### src/rtl/mfpc_defs.svh
// Purpose: Offsets, field positions and reset values for the multi-function pin block
// Assumes: Included by the top design module only
// Notes: Offsets are register indices; the bus address is index times four
// Summary of operation
// - Byte A: pin1 [2:0], pin2 [5:3], pin3 [7:6]
// - Byte B: pin3 high [0], pin4 [3:1], pin5 [6:4]
// - Pin6 low B[7], high C[1:0]; C[7:2] reserved
// - Code 000: tracking sense pins1-4, margin pin6
// - 001 push-pull, 010 open-drain, 101 input-only
// - 011/100: any-fault or dedicated alarm outputs
// - 110 pin6 watchdog output; 111 pin5 watchdog input
// - 111 pin4 manual reset; pin6 auxiliary alarm
// - Output data byte drives; input byte readable
// - Any-fault outputs active low on any crossing
// - Dedicated alarm asserts on any selected crossing
`ifndef MFPC_DEFS_SVH
`define MFPC_DEFS_SVH
`define MFPC_OFS_CFG_A 8'h1C
`define MFPC_OFS_CFG_B 8'h1D
`define MFPC_OFS_CFG_C 8'h1E
`define MFPC_OFS_OUT_DATA 8'h1A
`define MFPC_OFS_IN_DATA 8'h1B
`define MFPC_OFS_ALARM_SEL 8'h20
`define MFPC_RST_CFG 8'h00
`define MFPC_RST_OUT 8'h00
`define MFPC_RST_SEL 8'h00
`define MFPC_CFG_C_MASK 8'h03
`define MFPC_IO_MASK 8'h3F
`endif

### src/rtl/mfpc_pkg.sv
// Purpose: Types for the multi-function pin block
// Assumes: Nothing
// Notes: Mode codes follow the pin function table
package mfpc_pkg;
    typedef enum logic [2:0] {
        MODE_SENSE = 3'h0,
        MODE_PP_IO = 3'h1,
        MODE_OD_IO = 3'h2,
        MODE_PP_ALARM = 3'h3,
        MODE_OD_ALARM = 3'h4,
        MODE_IN_ONLY = 3'h5,
        MODE_SPECIAL_A = 3'h6,
        MODE_SPECIAL_B = 3'h7
    } mfpc_mode_type;
    typedef struct packed {
        logic [5:0] out;
        logic [5:0] oe;
    } mfpc_pin_drive_type;
    typedef struct packed {
        logic trackSense1;
        logic trackSense2;
        logic trackSense3;
        logic trackSense4;
        logic marginDisable;
        logic manualReset;
        logic watchdogInput;
    } mfpc_func_in_type;
endpackage

### src/rtl/mfpc_top.sv
// Purpose: Six multi-function pins with mode registers on classic Wishbone
// Assumes: Fault, watchdog and auxiliary alarm levels come from logic on mclk
// Notes: Byte registers sit in data bits 7:0 at word address offset*4
`timescale 1ns/100ps
`default_nettype none
`include "mfpc_defs.svh"
module mfpc_top (
    input wire logic mclk,
    input wire logic reset,
    input wire logic wb_cyc_i,
    input wire logic wb_stb_i,
    input wire logic wb_we_i,
    input wire logic [9:0] wb_adr_i,
    input wire logic [3:0] wb_sel_i,
    input wire logic [31:0] wb_dat_i,
    output logic [31:0] wb_dat_o,
    output logic wb_ack_o,
    input wire logic [11:0] overCross,
    input wire logic [11:0] underCross,
    input wire logic [11:0] earlyCross,
    input wire logic watchdogOutLow,
    input wire logic auxAlarmLow,
    input wire logic [5:0] pinIn,
    output var mfpc_pkg::mfpc_pin_drive_type pinDrive,
    output var mfpc_pkg::mfpc_func_in_type funcIn
);
    logic [7:0] cfgA_q, cfgB_q, cfgC_q, outData_q, alarmSel_q;
    logic [11:0] alarmMaskA, alarmMaskB;
    logic anyFaultLow_q, alarmALow_q, alarmBLow_q;
    logic [2:0] mode [6];
    logic [5:0] level, cellOut, cellOe;
    logic [7:0] regIdx;
    logic req;
    logic [7:0] rdByte;
    // --------------------------------
    // Mode field unpacking
    // --------------------------------
    assign mode[0] = cfgA_q[2:0];
    assign mode[1] = cfgA_q[5:3];
    assign mode[2] = {cfgB_q[0], cfgA_q[7:6]};
    assign mode[3] = cfgB_q[3:1];
    assign mode[4] = cfgB_q[6:4];
    assign mode[5] = {cfgC_q[1:0], cfgB_q[7]};
    // --------------------------------
    // Wishbone slave
    // --------------------------------
    assign regIdx = {2'h0, wb_adr_i[7:2]};
    assign req = wb_cyc_i & wb_stb_i & ~wb_ack_o;
    always_comb begin
        case (regIdx)
            `MFPC_OFS_CFG_A: rdByte = cfgA_q;
            `MFPC_OFS_CFG_B: rdByte = cfgB_q;
            `MFPC_OFS_CFG_C: rdByte = cfgC_q & `MFPC_CFG_C_MASK;
            `MFPC_OFS_OUT_DATA: rdByte = outData_q & `MFPC_IO_MASK;
            `MFPC_OFS_IN_DATA: rdByte = {2'h0, level};
            `MFPC_OFS_ALARM_SEL: rdByte = alarmSel_q;
            default: rdByte = 8'h00;
        endcase
    end
    always_ff @(posedge mclk) begin
        if (reset) begin
            wb_ack_o <= 1'b0;
            wb_dat_o <= 32'h0000_0000;
        end else begin
            wb_ack_o <= req;
            wb_dat_o <= (req && !wb_we_i) ? {24'h00_0000, rdByte} : 32'h0000_0000;
        end
    end
    // reserved codes are stored as written; affected pins stay undriven
    always_ff @(posedge mclk) begin
        if (reset) begin
            cfgA_q <= `MFPC_RST_CFG;
            cfgB_q <= `MFPC_RST_CFG;
            cfgC_q <= `MFPC_RST_CFG;
            outData_q <= `MFPC_RST_OUT;
            alarmSel_q <= `MFPC_RST_SEL;
        end else if (req && wb_we_i && wb_sel_i[0] && wb_adr_i[9:8] == 2'h0) begin
            case (regIdx)
                `MFPC_OFS_CFG_A: cfgA_q <= wb_dat_i[7:0];
                `MFPC_OFS_CFG_B: cfgB_q <= wb_dat_i[7:0];
                `MFPC_OFS_CFG_C: cfgC_q <= wb_dat_i[7:0] & `MFPC_CFG_C_MASK;
                `MFPC_OFS_OUT_DATA: outData_q <= wb_dat_i[7:0] & `MFPC_IO_MASK;
                `MFPC_OFS_ALARM_SEL: alarmSel_q <= wb_dat_i[7:0];
                default: cfgA_q <= cfgA_q;
            endcase
        end
    end
    // --------------------------------
    // Alarm generation
    // --------------------------------
    assign alarmMaskA = {12{alarmSel_q[0]}};
    assign alarmMaskB = {12{alarmSel_q[4]}};
    always_ff @(posedge mclk) begin
        if (reset) begin
            anyFaultLow_q <= 1'b1;
            alarmALow_q <= 1'b1;
            alarmBLow_q <= 1'b1;
        end else begin
            anyFaultLow_q <= ~(|(overCross | underCross | earlyCross));
            alarmALow_q <= ~(|(alarmMaskA & ((overCross & {12{alarmSel_q[1]}})
                | (underCross & {12{alarmSel_q[2]}}) | (earlyCross & {12{alarmSel_q[3]}}))));
            alarmBLow_q <= ~(|(alarmMaskB & ((overCross & {12{alarmSel_q[5]}})
                | (underCross & {12{alarmSel_q[6]}}) | (earlyCross & {12{alarmSel_q[7]}}))));
        end
    end
    // --------------------------------
    // Pin cells
    // --------------------------------
    for (genvar i = 0; i < 6; i++) begin : gPin
        mfpc_pin_cell uCell (
            .mclk(mclk),
            .reset(reset),
            .mode(mode[i]),
            .outData(outData_q[i]),
            .alarmLow(i < 4 ? anyFaultLow_q : (i == 4 ? alarmALow_q : alarmBLow_q)),
            .wdogLow(watchdogOutLow),
            .auxLow(auxAlarmLow),
            .pinIn(pinIn[i]),
            .isPinSix(i == 5),
            .pinOut(cellOut[i]),
            .pinOe(cellOe[i]),
            .pinLevel(level[i])
        );
    end
    assign pinDrive = {cellOut, cellOe};
    // --------------------------------
    // Input functions
    // --------------------------------
    always_ff @(posedge mclk) begin
        if (reset) begin
            funcIn <= '0;
        end else begin
            funcIn.trackSense1 <= (mode[0] == 3'h0) & level[0];
            funcIn.trackSense2 <= (mode[1] == 3'h0) & level[1];
            funcIn.trackSense3 <= (mode[2] == 3'h0) & level[2];
            funcIn.trackSense4 <= (mode[3] == 3'h0) & level[3];
            funcIn.marginDisable <= (mode[5] == 3'h0) & level[5];
            funcIn.manualReset <= (mode[3] == 3'h7) & level[3];
            funcIn.watchdogInput <= (mode[4] == 3'h7) & level[4];
        end
    end
    // input-only code 101 leaves the driver off and still reads the level
    a_ack_one_cycle: assert property (@(posedge mclk) disable iff (reset)
        wb_ack_o |=> !wb_ack_o)
        else $error("ack held two cycles");
    a_anyfault_low: assert property (@(posedge mclk) disable iff (reset)
        (|overCross) |=> !anyFaultLow_q)
        else $error("any-fault not asserted");
    a_pp_drives: assert property (@(posedge mclk) disable iff (reset)
        (mode[0] == 3'h1) && $stable(mode[0]) |=> cellOe[0] && cellOut[0] == $past(outData_q[0]))
        else $error("push-pull pin not driven");
    a_inonly_quiet: assert property (@(posedge mclk) disable iff (reset)
        (mode[1] == 3'h5) |=> !cellOe[1])
        else $error("input-only pin driven");
    a_cfg_c_reserved: assert property (@(posedge mclk) disable iff (reset)
        cfgC_q[7:2] == 6'h00)
        else $error("reserved bits set");
endmodule // mfpc_top
`default_nettype wire

### src/rtl/mfpc_pin_cell.sv
// Purpose: One multi-function pin: driver select and input sync
// Assumes: Pin input is asynchronous to mclk
// Notes: Three-flop sync, change accepted when stages two and three agree
`timescale 1ns/100ps
`default_nettype none
module mfpc_pin_cell (
    input wire logic mclk,
    input wire logic reset,
    input wire logic [2:0] mode,
    input wire logic outData,
    input wire logic alarmLow,
    input wire logic wdogLow,
    input wire logic auxLow,
    input wire logic pinIn,
    input wire logic isPinSix,
    output logic pinOut,
    output logic pinOe,
    output logic pinLevel
);
    logic s1_q, s2_q, s3_q;
    logic lvl_q;
    logic drvOut, drvOe;
    // --------------------------------
    // Input synchroniser
    // --------------------------------
    always_ff @(posedge mclk) begin
        if (reset) begin
            s1_q <= 1'b0;
            s2_q <= 1'b0;
            s3_q <= 1'b0;
            lvl_q <= 1'b0;
        end else begin
            s1_q <= pinIn;
            s2_q <= s1_q;
            s3_q <= s2_q;
            if (s2_q == s3_q) begin
                lvl_q <= s3_q;
            end
        end
    end
    assign pinLevel = lvl_q;
    // --------------------------------
    // Driver select
    // --------------------------------
    always_comb begin
        drvOut = 1'b0;
        drvOe = 1'b0;
        case (mfpc_pkg::mfpc_mode_type'(mode))
            mfpc_pkg::MODE_PP_IO: begin
                drvOut = outData;
                drvOe = 1'b1;
            end
            mfpc_pkg::MODE_OD_IO: begin
                drvOe = ~outData;
            end
            mfpc_pkg::MODE_PP_ALARM: begin
                drvOut = alarmLow;
                drvOe = 1'b1;
            end
            mfpc_pkg::MODE_OD_ALARM: begin
                drvOe = ~alarmLow;
            end
            mfpc_pkg::MODE_SPECIAL_A: begin
                drvOe = isPinSix & ~wdogLow;
            end
            mfpc_pkg::MODE_SPECIAL_B: begin
                drvOe = isPinSix & ~auxLow;
            end
            default: begin
                drvOe = 1'b0;
            end
        endcase
    end
    always_ff @(posedge mclk) begin
        if (reset) begin
            pinOut <= 1'b0;
            pinOe <= 1'b0;
        end else begin
            pinOut <= drvOut;
            pinOe <= drvOe;
        end
    end
    a_od_never_high: assert property (@(posedge mclk) disable iff (reset)
        (mode == 3'h2 || mode == 3'h4) |=> !(pinOe && pinOut))
        else $error("open-drain pin drove high");
endmodule // mfpc_pin_cell
`default_nettype wire

### config.mk
export PLATFORM = sky130hd
export DESIGN_NAME = mfpc_top
export DESIGN_NICKNAME = d
export VERILOG_FILES = /design/src/rtl/mfpc_pkg.sv /design/src/rtl/mfpc_top.sv /design/src/rtl/mfpc_pin_cell.sv
export VERILOG_INCLUDE_DIRS = /design/src /design/src/rtl
export SDC_FILE = /design/constraint.sdc
export NUM_CORES = 1
export LEC_CHECK = 0
export ABC_AREA = 1
export BUFFER_PORTS_ARGS = -buffer_cell sky130_fd_sc_hd__buf_2
export CAP_MARGIN = 20
export CORE_MARGIN = 2
export CORE_UTILIZATION = 31
export DETAILED_ROUTE_END_ITERATION = 8
export HOLD_SLACK_MARGIN = 0.12
export PLACE_DENSITY = 0.63
export SLEW_MARGIN = 20
export SYNTH_ARGS = -nofsm -noshare
export SYNTH_HDL_FRONTEND = slang
export SYNTH_SLANG_ARGS = --single-unit
### constraint.sdc
create_clock -name mclk -period 3.8 [get_ports mclk]
set_input_delay 0.38 -clock mclk [delete_from_list [all_inputs] [get_ports mclk]]
set_output_delay 0.38 -clock mclk [all_outputs]
set_load 0.005 [all_outputs]
==> metrics <==
run status=completed; Pleak=2.16 nW; Area contributors post-synth=dfxtp_1 43%, nor2_1 12%, buf_4 6.7%; largest net degree at the start of global routing=43; Chip Width=118 um; Synth area leader=dfxtp_1; post-cts gate resize count=0; Routed WL=10500 um; Max Freq=526 MHz; ant diodes=0; postcts setup bufs=0; Placed Cells=808; R2R setup slack=1900 ps; final total power=2.06 mW; Seq/Total Area, Yosys=0.431; total core area=12700 um^2; port buffer count=93; clk slew on worst S/H paths=70 ps; HPWL Detailed=7960 um; Clock Path Buffers=2; reg2reg start=wb_ack_o; synthesized netlist cell count=567; Yosys reg bits=87; commonest non-fill, non-tap cell in the layout=nor2_1; TritonRoute pass-1 iters=5; Post-Layout Cell Count=824; Nets=742; Min-Delay Endpoint=gPin[4].uCell.s1_q; drt wl/cell=12.7 um; Global Route Usage Sum=0.158; top cell type's share of synthesized area=0.431; worst-margin pin slew=827 ps; Avg Inst Size Synth=7.13 um^2; via count=3705; GRT overflow=0; first-pass GRT wire length=17400 um; Post-synth top flop=dfxtp_1; row count=41; worst-path cell chain=nor2_1 -> nand3_1 -> nor2_2 -> o21ai_0 -> nor2_1; most frequent CP cell=nor2_1; Die H=118 um; R2R depth=5; RSZ-0062 raised after global routing=no; Slew headroom=0.447; WP data arrival=2180 ps; Worst Path Max Fanout=19; layout cell share with drive strength beyond 1=0.206; Final Slew Violations=0; setup TNS=0 ps; hold buffers post-CTS=0; Hold Path Class=input port to flip-flop; Finished Cell Area=4840 um^2; Ports=147; setup violators final=0; slowest cell on the critical path=nand3_1; antenna violations before repair=0; Starting DRT DRC Count=303; # DRC=0; fin crit period=1900 ps; post-route ant nets=0; crit share post-route=0.500; Num CTS Buffers=9; Max-cap violations=0; clk root buf=clkbuf_16; fraction of registers with async set/reset=0; vias in the first global route=3542; leading cell types in the layout, fill and taps excluded=126 x nor2_1, 93 x buf_2, 87 x dfxtp_1; Peak supply drop=0.180 mV; startpoint types=flip-flop; Pwr per Cell Area=426 nW/um^2; H-tree Lvls=3; CP Capture Type=flip-flop; Layout area overhead=19.7%; CTS tree=built; Vias/cell=4.50; synth unique cells=33; Synth Warn #=0; Worst-Skew Late Latency=340 ps; Post-Syn Area=4040 um^2; GPL Wtd Cong=0.900; hold violation total from the final report=0; dpl cell area=4490 um^2; r2r endpoint=alarmSel_q[2]; Hold Crit Depth=3; hold path start=pinIn[4]; CP Class=flip-flop to flip-flop; number of synthesized flops with an enable pin=0; Max Clock Skew=5.51 ps; die area=14000 um^2; clock sink count=87; Req. time, crit path=4080 ps; critical path's largest stage delay=590 ps; Initial Util=0.319
==> sequential cells by signal (all words and copies together) (netlist names), 7 cells and up <==
register and flops:
wb_dat_o 8, cfgB_q 8, alarmSel_q 8, funcIn 7, cfgA_q 8
==> stage by stage <==
step,utilization,worst slack (ps),hold WS [ps]
final,0.382,1900,237
after global routing,0.382,1700,231
after CTS,0.382,1930,232
after detailed placement,0.355,1710,395
after global placement,0.355,1690,393
after floorplan,-,2480,388
==> synthesized netlist by cell type, types with 4 or more instances <==
cell type,number
nand3_1,39
dfxtp_1,87
nor2_1,126
a21oi_1,11
o21ai_0,49
nor3_1,25
clkbuf_1,9
inv_1,69
nand2_4,4
buf_4,36
nand4_1,9
nor4_1,9
nand2_1,63
nor2_4,7
==> how the worst max path moves through the flow <==
| stage | startpoint | to | slack [ps] |
|---|---|---|---|
| global route | wb_ack_o | alarmSel_q[6] | 1700 |
| floorplan | wb_cyc_i | alarmSel_q[4] | 2480 |
| detailed placement | wb_adr_i[9] | alarmSel_q[2] | 1710 |
| finish | wb_ack_o | alarmSel_q[2] | 1900 |
| CTS | wb_ack_o | alarmSel_q[2] | 1930 |
| global placement | wb_adr_i[9] | cfgB_q[4] | 1690 |
==> cells by family (layout without fill, tap and decap cells) <==
logic type             count (synthesis)  count (layout)  synth area share
AND/OR/NAND/NOR                      289             289             0.327
buffers and inverters                121             183             0.149
flip-flops                            87              87             0.431
AO/OA/AOI/OAI                         68              68            0.0891
other                                  1              24          0.000927
multiplexers                           1               1           0.00248
==> routing by layer <==
layer  part of all wire  routed length, um  global-route usage  vias up
li1                   -                  -                   -     1917
met1               0.45               4700               0.201     1643
met2               0.46               4810               0.255      129
met3              0.074                773              0.0492       16
met4              0.018                192              0.0527        0
met5                  0                  0                   0        -
==> power breakdown <==
| part | switching (mW) | internal, mW |
|---|---|---|
| Combinational | 0.0777 | 0.0430 |
| Sequential | 0.00390 | 0.921 |
| Clock | 0.373 | 0.644 |
==> worst max-delay path, delay by kind of cell (launching register included) <==
family	cells	cell delay (ps)
AO/OA/AOI/OAI	1	130
flip-flops	1	310
AND/OR/NAND/NOR	4	1400
==> cell type report <==
type,count,area (um^2)
Fill cell,1368,7830
Sequential cell,87,1740
Inverter,73,280
Tap cell,172,215
Clock buffer,9,225
Multi-Input combinational cell,382,1780
Timing Repair Buffer,94,473
Clock inverter,7,120
Note: power is estimated with default switching activity, not from simulation.
